`src/fspc_defs.vh`:
```
// constants for the flash self-programming control block
`ifndef FSPC_DEFS_VH
`define FSPC_DEFS_VH

// ----------------------------------------
// register map
// ----------------------------------------
`define FSPC_CTRL_IDX 8'h37
`define FSPC_CTRL_ADDR 12'h0DC
`define FSPC_ROUT_ADDR 12'h0E0
`define FSPC_FUSE_ADDR 12'h0E4
`define FSPC_CTRL_RST 8'h00

// ----------------------------------------
// control bit positions
// ----------------------------------------
`define FSPC_B_EN 0
`define FSPC_B_ERS 1
`define FSPC_B_WRT 2
`define FSPC_B_LCK 3
`define FSPC_B_RRE 4
`define FSPC_B_BUSY 6
`define FSPC_B_IE 7

// ----------------------------------------
// command patterns, low five bits
// ----------------------------------------
`define FSPC_CMD_RRE 5'h11
`define FSPC_CMD_LCK 5'h09
`define FSPC_CMD_WRT 5'h05
`define FSPC_CMD_ERS 5'h03
`define FSPC_CMD_FILL 5'h01

// ----------------------------------------
// flash geometry
// ----------------------------------------
`define FSPC_PC_W 14
`define FSPC_WORD_W 6
`define FSPC_PAGE_W 8
`define FSPC_NO_READ_WHILE_WRITE_REGION_START 14'h3800
`define FSPC_BOOT_256 14'h3F00
`define FSPC_BOOT_512 14'h3E00
`define FSPC_BOOT_1K 14'h3C00
`define FSPC_BOOT_2K 14'h3800

// ----------------------------------------
// timing
// ----------------------------------------
`define FSPC_WIN_CYC 3'd4
`define FSPC_LPM_CYC 3'd3
`define FSPC_CLK_MHZ 200
`define FSPC_PROG_MIN_US 3700
`define FSPC_PROG_MAX_US 4500
`define FSPC_PROG_MIN_CYC (`FSPC_PROG_MIN_US * `FSPC_CLK_MHZ)
`define FSPC_PROG_MAX_CYC (`FSPC_PROG_MAX_US * `FSPC_CLK_MHZ)

`endif

```
`src/fspc_ctrl.v`:
```
// flash self-programming control unit with apb register access
`timescale 1ns/1ps
`default_nettype none
`include "fspc_defs.vh"

module fspc_ctrl #(
    parameter integer PROG_MIN_CYC = `FSPC_PROG_MIN_CYC,
    parameter integer PROG_MAX_CYC = `FSPC_PROG_MAX_CYC
) (
    // apb
    input wire pclk,
    input wire presetn,
    input wire psel,
    input wire penable,
    input wire pwrite,
    input wire [11:0] paddr,
    input wire [31:0] pwdata,
    output wire [31:0] prdata,
    output wire pready,
    output wire pslverr,
    // core side
    input wire global_irq_en,
    input wire store_strobe,
    input wire load_strobe,
    input wire [15:0] zptr,
    input wire [7:0] data_lo,
    input wire [7:0] data_hi,
    input wire boot_size_sel_hi,
    input wire boot_size_sel_lo,
    input wire [7:0] lock_bits_in,
    input wire [7:0] fuse_bits_in,
    output reg [7:0] load_data_r,
    output reg load_valid_r,
    output wire store_ready_irq,
    output wire core_stall,
    output wire rwsec_blocked,
    output wire [13:0] boot_start,
    // flash array side
    output reg buf_wr_r,
    output reg [5:0] buf_word_r,
    output reg [15:0] buf_data_r,
    output reg buf_discard_r,
    output reg erase_start_r,
    output reg write_start_r,
    output reg lock_start_r,
    output reg [7:0] page_r,
    output reg [7:0] lock_data_r,
    input wire flash_done
);

    // ----------------------------------------
    // state
    // ----------------------------------------
    localparam ST_IDLE = 2'd0;
    localparam ST_ARMED = 2'd1;
    localparam ST_PROG = 2'd2;

    reg [1:0] state_r;
    reg [4:0] cmd_r;
    reg ie_r;
    reg busy_r;
    reg no_read_while_write_region_op_r;
    reg loading_r;
    reg [2:0] win_r;
    reg [2:0] lpm_win_r;
    reg [31:0] prog_cnt_r;
    reg [31:0] prog_cnt_nxt;

    wire acc = psel & penable;
    wire ctrl_wr = acc & pwrite & (paddr == `FSPC_CTRL_ADDR);
    wire [4:0] wcmd = pwdata[4:0];
    wire cmd_ok = (wcmd == `FSPC_CMD_RRE) | (wcmd == `FSPC_CMD_LCK) |
                  (wcmd == `FSPC_CMD_WRT) | (wcmd == `FSPC_CMD_ERS) |
                  (wcmd == `FSPC_CMD_FILL);
    wire enable_bit = (state_r != ST_IDLE);
    wire prog_busy = (state_r == ST_PROG);

    // page number from pointer, bit 15 ignored
    wire [7:0] zpage = zptr[14:7];
    wire [5:0] zword = zptr[6:1];
    wire [13:0] zpc = {zpage, zword};
    wire page_no_read_while_write_region = (zpc >= `FSPC_NO_READ_WHILE_WRITE_REGION_START);

    // ----------------------------------------
    // boot region
    // ----------------------------------------
    reg [13:0] boot_start_c;
    always @* begin
        case ({boot_size_sel_hi, boot_size_sel_lo})
            2'b11: boot_start_c = `FSPC_BOOT_256;
            2'b10: boot_start_c = `FSPC_BOOT_512;
            2'b01: boot_start_c = `FSPC_BOOT_1K;
            default: boot_start_c = `FSPC_BOOT_2K;
        endcase
    end
    assign boot_start = boot_start_c;

    // ----------------------------------------
    // sequencer
    // ----------------------------------------
    wire store_go = store_strobe & (state_r == ST_ARMED);
    wire done_ok = flash_done & (prog_cnt_r >= PROG_MIN_CYC);
    wire done_lim = (prog_cnt_r >= PROG_MAX_CYC - 1);

    always @* begin
        prog_cnt_nxt = prog_busy ? prog_cnt_r + 32'd1 : 32'd0;
    end

    always @(posedge pclk or negedge presetn) begin
        if (!presetn) begin
            state_r <= ST_IDLE;
            cmd_r <= 5'h00;
            ie_r <= 1'b0;
            busy_r <= 1'b0;
            no_read_while_write_region_op_r <= 1'b0;
            loading_r <= 1'b0;
            win_r <= 3'd0;
            lpm_win_r <= 3'd0;
            prog_cnt_r <= 32'd0;
            buf_wr_r <= 1'b0;
            buf_word_r <= 6'h00;
            buf_data_r <= 16'h0000;
            buf_discard_r <= 1'b0;
            erase_start_r <= 1'b0;
            write_start_r <= 1'b0;
            lock_start_r <= 1'b0;
            page_r <= 8'h00;
            lock_data_r <= 8'hFF;
            load_data_r <= 8'h00;
            load_valid_r <= 1'b0;
        end else begin
            buf_wr_r <= 1'b0;
            buf_discard_r <= 1'b0;
            erase_start_r <= 1'b0;
            write_start_r <= 1'b0;
            lock_start_r <= 1'b0;
            load_valid_r <= 1'b0;
            prog_cnt_r <= prog_cnt_nxt;
            if (lpm_win_r != 3'd0) begin
                lpm_win_r <= lpm_win_r - 3'd1;
            end
            if (ctrl_wr) begin
                ie_r <= pwdata[`FSPC_B_IE];
            end
            case (state_r)
                ST_IDLE: begin
                    if (ctrl_wr && cmd_ok) begin
                        state_r <= ST_ARMED;
                        cmd_r <= wcmd;
                        win_r <= `FSPC_WIN_CYC;
                        if (wcmd == `FSPC_CMD_LCK) begin
                            lpm_win_r <= `FSPC_LPM_CYC;
                        end
                        if (wcmd == `FSPC_CMD_RRE && loading_r) begin
                            loading_r <= 1'b0;
                            buf_discard_r <= 1'b1;
                        end
                    end
                end
                ST_ARMED: begin
                    if (store_go) begin
                        case (cmd_r)
                            `FSPC_CMD_FILL: begin
                                buf_wr_r <= 1'b1;
                                buf_word_r <= zword;
                                buf_data_r <= {data_hi, data_lo};
                                loading_r <= 1'b1;
                                busy_r <= 1'b0;
                                state_r <= ST_IDLE;
                                cmd_r <= 5'h00;
                            end
                            `FSPC_CMD_RRE: begin
                                busy_r <= 1'b0;
                                state_r <= ST_IDLE;
                                // command bits must not linger in the status view
                                cmd_r <= 5'h00;
                            end
                            `FSPC_CMD_LCK: begin
                                lock_start_r <= 1'b1;
                                lock_data_r <= data_lo;
                                no_read_while_write_region_op_r <= 1'b0;
                                state_r <= ST_PROG;
                            end
                            `FSPC_CMD_WRT: begin
                                write_start_r <= 1'b1;
                                page_r <= zpage;
                                loading_r <= 1'b0;
                                busy_r <= busy_r | ~page_no_read_while_write_region;
                                no_read_while_write_region_op_r <= page_no_read_while_write_region;
                                state_r <= ST_PROG;
                            end
                            default: begin
                                erase_start_r <= 1'b1;
                                page_r <= zpage;
                                busy_r <= busy_r | ~page_no_read_while_write_region;
                                no_read_while_write_region_op_r <= page_no_read_while_write_region;
                                state_r <= ST_PROG;
                            end
                        endcase
                    end else if (win_r == 3'd1) begin
                        state_r <= ST_IDLE;
                        cmd_r <= 5'h00;
                    end else begin
                        win_r <= win_r - 3'd1;
                    end
                end
                ST_PROG: begin
                    // a lost completion must not hang the core forever
                    if (done_ok || done_lim) begin
                        state_r <= ST_IDLE;
                        cmd_r <= 5'h00;
                        no_read_while_write_region_op_r <= 1'b0;
                    end
                end
                default: begin
                    state_r <= ST_IDLE;
                end
            endcase
            if (load_strobe) begin
                load_valid_r <= 1'b1;
                if (lpm_win_r != 3'd0 && cmd_r == `FSPC_CMD_LCK && state_r == ST_ARMED) begin
                    // raw bits pass: programmed reads zero
                    load_data_r <= zptr[0] ? fuse_bits_in : lock_bits_in;
                end else begin
                    load_data_r <= 8'hFF;
                end
            end
        end
    end

    // ----------------------------------------
    // outputs
    // ----------------------------------------
    assign store_ready_irq = ie_r & global_irq_en & ~enable_bit;
    assign core_stall = prog_busy & no_read_while_write_region_op_r;
    assign rwsec_blocked = busy_r;

    // ----------------------------------------
    // apb read
    // ----------------------------------------
    wire [7:0] ctrl_view = {ie_r, busy_r, 1'b0, cmd_r[4:1], enable_bit};
    reg [31:0] rdata_c;
    reg err_c;
    always @* begin
        rdata_c = 32'h00000000;
        err_c = 1'b0;
        case (paddr)
            `FSPC_CTRL_ADDR: rdata_c = {24'h000000, ctrl_view};
            `FSPC_ROUT_ADDR: rdata_c = {18'h00000, boot_start_c};
            `FSPC_FUSE_ADDR: rdata_c = {16'h0000, fuse_bits_in, lock_bits_in};
            default: err_c = 1'b1;
        endcase
    end
    assign prdata = (acc & ~pwrite) ? rdata_c : 32'h00000000;
    assign pready = 1'b1;
    assign pslverr = acc & err_c;

endmodule // fspc_ctrl
`default_nettype wire

```
`config.mk`:
```
export PLATFORM = sky130hd
export DESIGN_NAME = fspc_ctrl
export DESIGN_NICKNAME = d
export VERILOG_FILES = /design/src/fspc_ctrl.v
export VERILOG_INCLUDE_DIRS = /design/src
export SDC_FILE = /design/constraint.sdc
export NUM_CORES = 1
export LEC_CHECK = 0
export ABC_AREA = 1
export ABC_CLOCK_PERIOD_IN_PS = 2000
export BUFFER_PORTS_ARGS = -buffer_cell sky130_fd_sc_hd__buf_4
export CAP_MARGIN = 20
export CORE_UTILIZATION = 46
export DETAILED_ROUTE_END_ITERATION = 12
export PLACE_DENSITY = 0.79
export SETUP_SLACK_MARGIN = 0.15
export SYNTH_ARGS = -nofsm -noshare
export SYNTH_HDL_FRONTEND = slang
export SYNTH_SLANG_ARGS = --single-unit
```
`constraint.sdc`:
```
create_clock -name pclk -period 2 [get_ports pclk]
set_clock_uncertainty 0.1 [all_clocks]
set_input_delay 0.5 -clock pclk [delete_from_list [all_inputs] [get_ports pclk]]
set_output_delay 0.5 -clock pclk [all_outputs]
set_load 0.03 [all_outputs]
```
**Yosys cells after proc, flatten, opt, wreduce, memory -nomap -nowiden**

Cells that the tools add are included.

- Add/sub/neg operators: 3
- $mul: 0
- Div/mod/pow operators: 0
- Magnitude comparators: 3
- Equality and inequality tests: 28
- Shift-type cells: 0
- Muxes and demuxes: 53
- Bitwise logic cells: 20
- Reduce and logical (&&, ||, !) cells: 24

Operators with widths:

| operator | count |
|---|---|
| $ge 32x20->1 const B | 2 |
| $mux 32 | 2 |
| $pmux 16 s3 | 1 |
| $eq 12x8->1 const B | 3 |
| $pmux 11 s3 | 1 |
| $add 32x1->32 const B | 1 |
| $mux 5 | 5 |
| $mux 1 | 22 |
| $mux 3 | 7 |
| $mux 8 | 2 |
| $pmux 5 s3 | 1 |
| $reduce_and 3->1 | 5 |
| $ge 14x14->1 const B | 1 |
| $ne 2x2->1 const B | 6 |
| $and 1x1->1 | 10 |
| $eq 5x1->1 const B | 2 |
| $eq 5x3->1 const B | 2 |
| $eq 5x4->1 const B | 2 |
| $eq 5x5->1 const B | 2 |
| $mux 2 | 5 |
| $pmux 1 s2 | 5 |
| $reduce_and 5->1 | 2 |
| $reduce_and 4->1 | 2 |
| $eq 2x2->1 const B | 3 |
| other kinds (19) | 37 |

- Register bits: 101
- Latch bits: 0
- RAM bits: 0
- ROM bits: 0
- Bits of input ports: 103
- Output and inout bits: 103
- Word-level logic and storage cells: 151
- Memories: 0

**Longest topological paths before layout**

Gate-level depths: netlist of the first run.

- Word-level depth: 8
- Gate-level depth with buffers: 12
- Depth with buffers taken out: 12

**Worst setup path after synthesis of the first run**

No wires, ideal clock.

- Path type: input -> output
- Start: in paddr[8]
- End: out prdata[10]
- Data arrival time: 1.871 ns
- Required time: 1.400 ns
- Slack: -0.471 ns
- Stages: 9
- Buffers on the path: 0
- Cells stage by stage: inv_1 nand2_1 nor2_2 inv_1 nor3b_2 nor2_4 nand2_2 nand2_4 a21oi_1

- Word-level cells in the longest chain between the ends: 3
- Elaborated cells between the ends (all ways): 5
- Classes of those cells: eq/ne: 3; mux: 2

RTL lines:

| item | RTL line | text |
|---|---|---|
| from (decl) | fspc_ctrl.v:16 | `input wire [11:0] paddr,` |
| $eq 12x8->1 | fspc_ctrl.v:247 | `case (paddr)` |
| $pmux 16 s3 (*) | fspc_ctrl.v:247 |  |
| $mux 32 (*) | fspc_ctrl.v:254 | `assign prdata = (acc & ~pwrite) ? rdata_c : 32'h00000000;` |
| to (decl) | fspc_ctrl.v:18 | `output wire [31:0] prdata,` |

Every way passes the cells marked *; elsewhere a longest branch is shown, timed or not.

**Final worst setup path of the first run**

- Start: in paddr[1]
- End: out prdata[4]

Same word-level chain as after synthesis.

==> impl_metrics.py, run 1 <==
metrics = {
    "place": {
        "placedCellCount": 1081,
        "dpl_cell_area_sq_um": 7390,
        "routabilityCongestion": 0.942,
        "post-dp-hpwl_um": 11400,
        "numPortBuffers": 150,
    },
    "setup_path": {
        "worst-endpoint-arrival_ns": 1.72,
        "startpoint_type": "input port",
        "regToRegStartpoint": "state_r[1]",
        "cp_max_fo": 4,
        "worst_setup_path_end_kind": "output port",
        "critical_path.startpoint": "paddr[1]",
        "classification_of_the_worst_setup_path": "in -> out",
        "worstPathRequired_ns": 1.40,
    },
    "floorplanning": {
        "die_area_sq_um": 13200,
        "starting_density_of_the_core": 0.479,
        "ios": 206,
        "die_width_um": 115,
        "die_h_um": 115,
        "fp-row-count": 40,
        "core_area_sq_um": 12200,
    },
    "grt": {
        "first_global_vias": 5312,
        "grt_overflow": 0,
        "grt_start_max_net_pins": 47,
        "grt_antenna_before_repair": 0,
        "global_route_wire_length_before_repair_um": 24500,
        "track_usage": 0.237,
    },
    "detailed_routing": {
        "first_iter_violations": 435,
        "routed_via_density": 4.98,
        "drc": 0,
        "routedWlPerCell_um": 14.0,
        "vias": 5547,
        "ant_nets": 0,
        "wirelength_um": 15600,
        "drt_pass1_iterations": 7,
    },
    "yosys": {
        "synth-edff-count": 0,
        "synthesis.area_per_instance_sq_um": 7.77,
        "synthArstFlopShare": 1.00,
        "netlist_area_sq_um": 5850,
        "synth.top_cell.area_share": 0.398,
        "synth-seq-area-share": 0.434,
        "synth-warning-count": 0,
        "yosysMostFrequentCell": "sky130_fd_sc_hd__nand2_1",
        "synth.distinct_cells": 46,
        "postSynthCellCount": 753,
        "netlist.top_cell.by_area": "sky130_fd_sc_hd__dfrtp_1",
        "synth_commonest_cells": "sky130_fd_sc_hd__nand2_1 (181), sky130_fd_sc_hd__nor2_1 (98), sky130_fd_sc_hd__dfrtp_1 (93)",
        "largest_cells_by_area_after_synthesis": "sky130_fd_sc_hd__dfrtp_1 (40%), sky130_fd_sc_hd__nand2_1 (12%), sky130_fd_sc_hd__nor2_1 (6.3%)",
        "yosys_most_used_dff": "sky130_fd_sc_hd__dfrtp_1",
        "ys_seq_elements": 101,
    },
    "pwr": {
        "power.density_nw_per_um2": 1030,
        "ir_worst_vdd_mv": 1.09,
        "static-leakage-power_nw": 3.91,
    },
    "timing": {
        "setup_ws_ns": -0.322,
        "setup_viol_count_final": 17,
        "rsz0062_at_grt": "yes",
        "report.final.slew_viol_count": 0,
        "hold_slack_ns": 0.226,
        "period_share": 1.16,
        "period_needed_ns": 2.32,
        "final_hold_violations": 0,
        "finalSetupTns_ns": -4.52,
        "fmax_mhz": 431,
    },
    "clocking": {
        "clock-sinks": 101,
        "cts.clk_slew.worst_paths_ns": 0.08,
        "cts_tree": "yes",
        "worst_skew_pair.late_latency_ns": 0.36,
        "cts-buffers-inserted": 9,
        "clock_path_buffers": 2,
        "htreeDepth": 3,
        "clk_root_buffer_cell": "sky130_fd_sc_hd__clkbuf_16",
    },
    "finish": {
        "num_antenna_cells": 0,
        "utilization": 0.670,
        "final_area_sq_um": 8180,
        "fin_nets": 1054,
        "syn_to_final_growth_pct": 39.8,
        "post_route_cells_drive_above_1_share": 0.364,
        "final_cell_count_no_fill": 1114,
        "filler_cells_inserted": 941,
    },
    "outcome": {
        "failed_checks": "setup timing",
        "status": "complete, but fails checks",
    },
    "run": {
        "max-cap-violations": 0,
    },
    "min_path": {
        "min_path_type": "in -> reg",
        "hold_path.startpoint": "zptr[3]",
    },
}
==> through the flow <==
step	power, mW	setup slack [ns]
final	8.43	-0.322
after global routing	8.93	-0.406
after CTS	8.32	-0.311
after detailed placement	6.40	-0.354
after global placement	6.31	-0.348
after floorplan	5.19	-0.199
==> report_power, final <==
group          switching, mW  internal [mW]
Sequential             0.346           2.61
Clock                  0.824          0.870
Combinational           2.30           1.49
Total                   3.47           4.96
==> metal layers <==
metal,routed length [um],share of wire,vias up,track usage
li1,-,-,2720,-
met1,6380,0.41,2553,0.299
met2,7620,0.49,243,0.392
met3,1320,0.085,31,0.0675
met4,263,0.017,0,0.0857
met5,0,0,-,0
==> worst max-delay path: stages <==
cell and delay [ns]:
sky130_fd_sc_hd__buf_4 0.11, sky130_fd_sc_hd__inv_2 0.06, sky130_fd_sc_hd__nand2_2 0.06, sky130_fd_sc_hd__nor3_2 0.12
sky130_fd_sc_hd__nor3b_4 0.27, sky130_fd_sc_hd__nor2_4 0.09, sky130_fd_sc_hd__nor2_4 0.13, sky130_fd_sc_hd__nand2_1 0.11
sky130_fd_sc_hd__a21oi_4 0.14, sky130_fd_sc_hd__buf_6 0.14
==> cell type report <==
| type | count | area [sq um] | share of cell area |
|---|---|---|---|
| Clock buffer | 10 | 229 | 0.0280 |
| Inverter | 90 | 353 | 0.0431 |
| Timing Repair Buffer | 194 | 1590 | 0.195 |
| Clock inverter | 6 | 51.3 | 0.00627 |
| Tap cell | 168 | 210 | 0.0257 |
| Sequential cell | 101 | 2540 | 0.311 |
| Multi-Input combinational cell | 545 | 3200 | 0.391 |
==> state kept, by name, summed over array words and instances (netlist names), 2 cells and up <==
register     cells
prog_cnt_r      32
buf_data_r      16
load_data_r      8
lock_data_r      8
page_r           8
buf_word_r       6
cmd_r            5
lpm_win_r        3
win_r            3
state_r          2
==> logic make-up after synthesis <==
kind of cell	after synthesis	share of synthesized area
adders and majority gates	10	0.0214
xor gates and xnor gates	13	0.0195
AOI/OAI and AO/OA	98	0.0881
other	2	0.00128
DFF	101	0.434
and+or+nand+nor	391	0.321
buffers and inverters	133	0.106
muxes	5	0.00962
==> placed cells by master (no fill, tap or decap), types with 13 or more instances in the layout <==
master,instances
sky130_fd_sc_hd__buf_4,162
sky130_fd_sc_hd__nand2_2,15
sky130_fd_sc_hd__conb_1,28
sky130_fd_sc_hd__nor2_4,16
sky130_fd_sc_hd__dfrtp_1,90
sky130_fd_sc_hd__o21ai_0,33
sky130_fd_sc_hd__nand2_4,13
sky130_fd_sc_hd__a21oi_1,36
sky130_fd_sc_hd__buf_6,29
sky130_fd_sc_hd__nand3_1,25
sky130_fd_sc_hd__nor2_1,85
sky130_fd_sc_hd__inv_1,68
sky130_fd_sc_hd__inv_2,20
sky130_fd_sc_hd__nand2_1,162
sky130_fd_sc_hd__nand4_1,16
==> what timing repair did <==
item                       4_1_cts  5_1_grt
resized for setup               57       51
hold buffers                     1        0
buffers inserted                 9        7
hold endpoints to repair        19        0
pin swaps                        8       17
setup endpoints to repair       25       50
==> final timing paths <==
check                            endpoint  slack, ns  cells past startpoint
min                         buf_word_r[2]       0.23                      3
min in group asynchronous   prog_cnt_r[4]       0.48                      2
max reg2reg                      cmd_r[0]       0.09                     10
max                             prdata[4]      -0.32                     10
min reg2reg                lock_data_r[3]       0.38                      2
max in group asynchronous  lock_data_r[3]       0.77                      3
Power figures use the tool's default switching activity.
==> run 2, diff against run 1 <==
--- a/config.mk
+++ b/config.mk
@@ -7,12 +7,12 @@
 export NUM_CORES = 1
 export LEC_CHECK = 0
 export ABC_AREA = 1
-export ABC_CLOCK_PERIOD_IN_PS = 2000
+export ABC_CLOCK_PERIOD_IN_PS = 2700
 export BUFFER_PORTS_ARGS = -buffer_cell sky130_fd_sc_hd__buf_4
 export CAP_MARGIN = 20
-export CORE_UTILIZATION = 46
+export CORE_UTILIZATION = 55
 export DETAILED_ROUTE_END_ITERATION = 12
-export PLACE_DENSITY = 0.79
+export PLACE_DENSITY = 0.88
 export SETUP_SLACK_MARGIN = 0.15
 export SYNTH_ARGS = -nofsm -noshare
 export SYNTH_HDL_FRONTEND = slang
==> constraint.sdc (replaced) <==
create_clock -name pclk -period 2.7 [get_ports pclk]
set_clock_uncertainty 0.1 [all_clocks]
set_input_delay 0.675 -clock pclk [delete_from_list [all_inputs] [get_ports pclk]]
set_output_delay 0.675 -clock pclk [all_outputs]
set_load 0.03 [all_outputs]
==> run 2 against run 1 <==
  * The flow now finishes without violations
  * Critical path depth unchanged
  * Worst setup slack improved by 0.32 ns
  * Largest cell class unchanged
  * Routed wire length decreased by 6.0%
  * Count of clock-buffer cells in the layout decreased by 1
  * Worst hold slack got worse by 0.080 ns
  * Clock power decreased by 39%
  * Cell area decreased by 7.2%
  * Flip-flop and latch count unchanged
  * Register-to-register slack improved by 0.35 ns
  * Highest routed layer unchanged
  * Non-clock buffer count decreased by 28
==> impl_metrics.py, run 2 (synthesized netlist as in run 1, its figures left out) <==
metrics = {
    "outcome": {
        "status": "finished, final reports clean",
    },
    "detailed_routing": {
        "vias": 5465,
        "wirelength_um": 14700,
        "drc": 0,
        "drt_pass1_iterations": 5,
        "first_iter_violations": 478,
        "top_layer": "met4",
        "routed-wl-met3_um": 1170,
        "routed-wl-met2_um": 7020,
        "routedWlPerCell_um": 13.9,
        "routed_via_density": 5.19,
        "m1WireLength_um": 6220,
        "ant_nets": 0,
    },
    "finish": {
        "largest-register": "prog_cnt_r",
        "num_antenna_cells": 0,
        "post_route_cells_drive_above_1_share": 0.307,
        "filler_cells_inserted": 731,
        "fin_nets": 1026,
        "final_cell_count_no_fill": 1054,
        "reg_top3": "prog_cnt_r: 32 flops, buf_data_r: 16 flops",
        "mostFrequentLayoutCells": "sky130_fd_sc_hd__nand2_1 (174), sky130_fd_sc_hd__buf_4 (143), sky130_fd_sc_hd__dfrtp_1 (93)",
        "syn_to_final_growth_pct": 29.8,
        "largest_register_ffs": 32,
        "mostFrequentLayoutCell": "sky130_fd_sc_hd__nand2_1",
    },
    "timing": {
        "slew_headroom": 0.653,
        "final_hold_violations": 0,
        "report.final.slew_viol_count": 0,
        "period_needed_ns": 2.70,
        "setup_ws_ns": 0.000808,
        "period_share": 1.00,
        "tightest_slew_ns": 0.520,
        "rsz0062_at_grt": "yes",
        "fmax_mhz": 370,
        "setup_viol_count_final": 0,
    },
    "pwr": {
        "power.density_nw_per_um2": 752,
        "power.switching_mw": 2.42,
        "static-leakage-power_nw": 3.66,
        "share_comb_of_total_power": 0.438,
        "internal_power_mw": 3.29,
        "ir_worst_vdd_mv": 0.772,
        "switching_share": 0.424,
        "share_clk_of_total_power": 0.180,
        "seqPwrFrac": 0.382,
    },
    "place": {
        "routabilityCongestion": 0.959,
        "post-dp-hpwl_um": 10800,
        "numPortBuffers": 150,
        "dp_slack_ns": -0.0339,
        "placedCellCount": 1036,
    },
    "clocking": {
        "cts.clk_slew.worst_paths_ns": 0.10,
        "clock-sinks": 101,
        "clock_path_buffers": 2,
        "postCtsHoldBufs": 0,
        "clk_root_buffer_cell": "sky130_fd_sc_hd__clkbuf_8",
        "htreeDepth": 3,
        "cts_tree": "yes",
        "cts-buffers-inserted": 9,
        "worst_skew_pair.late_latency_ns": 0.37,
    },
    "setup_path": {
        "critical_path.startpoint": "paddr[1]",
        "worst_setup_path_end_kind": "output port",
        "path_cells": "buf_4 -> inv_2 -> buf_4 -> nand3_2 -> nor3_4 -> nor2_4 -> nor2_4 -> nand2_1 -> a21oi_4 -> buf_6",
        "timing.rr.end": "page_r[4]",
        "worst-endpoint-arrival_ns": 1.92,
        "regToRegStartpoint": "state_r[1]",
        "cp_slowest_cell": "sky130_fd_sc_hd__nor3_4",
        "worst_setup_path_endpoint": "prdata[4]",
        "critical_path.top_delay_family": "simple AND/OR/NAND/NOR gates",
        "crit_path_max_incr_delay_ns": 0.25,
        "timing.reg2reg.worst_path_depth": 8,
        "critical_path_cell_count": 10,
        "path_buf_inv": 4,
        "classification_of_the_worst_setup_path": "in -> out",
        "startpoint_type": "input port",
        "worstPathRequired_ns": 1.92,
        "worst-r2r-setup-slack_ns": 0.44,
        "cp_max_fo": 4,
    },
    "floorplanning": {
        "fp-row-count": 37,
        "starting_density_of_the_core": 0.567,
        "ios": 206,
        "die_width_um": 105,
        "die_h_um": 105,
        "die_area_sq_um": 11100,
        "core_area_sq_um": 10300,
    },
    "grt": {
        "track_usage": 0.266,
        "grt_start_max_net_pins": 46,
        "grt_overflow": 0,
        "grt_antenna_before_repair": 0,
        "first_global_vias": 5143,
        "global_route_wire_length_before_repair_um": 23700,
    },
    "run": {
        "max-cap-violations": 0,
    },
    "min_path": {
        "min_path_type": "in -> async",
    },
}
[run 2: layer usage]
| metal | vias to the layer above | track usage |
|---|---|---|
| met3 | 25 | 0.0505 |
| met4 | 0 | 0.0885 |
| li1 | 2665 | - |
| met2 | 243 | 0.442 |
| met5 | - | 0 |
| met1 | 2532 | 0.350 |
[run 2: how the worst min path moves through the flow]
stage                         end  slack [ns]      from  depth (start not counted)
global route        buf_word_r[4]        0.18   presetn                          1
finish              buf_word_r[4]        0.15   presetn                          1
floorplan           buf_data_r[0]        0.28   presetn                          0
detailed placement       cmd_r[0]        0.36  cmd_r[0]                          2
global placement         cmd_r[0]        0.36  cmd_r[0]                          2
CTS                 buf_word_r[3]        0.15   presetn                          1
[run 2: area by class of cell]
cell class,instances,area [sq um],area share
Clock buffer,9,124,0.0163
Sequential cell,101,2540,0.334
Multi-Input combinational cell,545,2980,0.393
Inverter,90,345,0.0455
Clock inverter,7,93.8,0.0124
Timing Repair Buffer,166,1340,0.177
Tap cell,136,170,0.0224
[run 2: power groups by stage]
| stage | Clock [mW] | Combinational (mW) | Sequential, mW |
|---|---|---|---|
| final | 1.03 | 2.50 | 2.18 |
| after global routing | 1.10 | 2.72 | 2.22 |
| after CTS | 1.04 | 2.49 | 2.18 |
| after floorplan | 0 | 1.13 | 2.71 |
| after detailed placement | 0 | 2.48 | 2.19 |
| after global placement | 0 | 2.40 | 2.18 |
[run 2: timing repair]
action	4_1_cts	5_1_grt
setup endpoints to repair	17	18
setup buffers	0	2
pin swaps	5	4
resized for setup	30	18
[run 2: metrics by stage]
step / util / setup TNS (ns) / power (mW) / hold slack (ns) / instance area [sq um]
floorplan: - / 0 / 3.84 / 0.279 / 6060
global placement: 0.697 / -0.0442 / 4.59 / 0.359 / 7200
detailed placement: 0.697 / -0.0998 / 4.66 / 0.360 / 7200
CTS: 0.728 / 0 / 5.71 / 0.154 / 7510
global route: 0.736 / -0.422 / 6.05 / 0.176 / 7590
finish: 0.736 / 0 / 5.71 / 0.145 / 7590
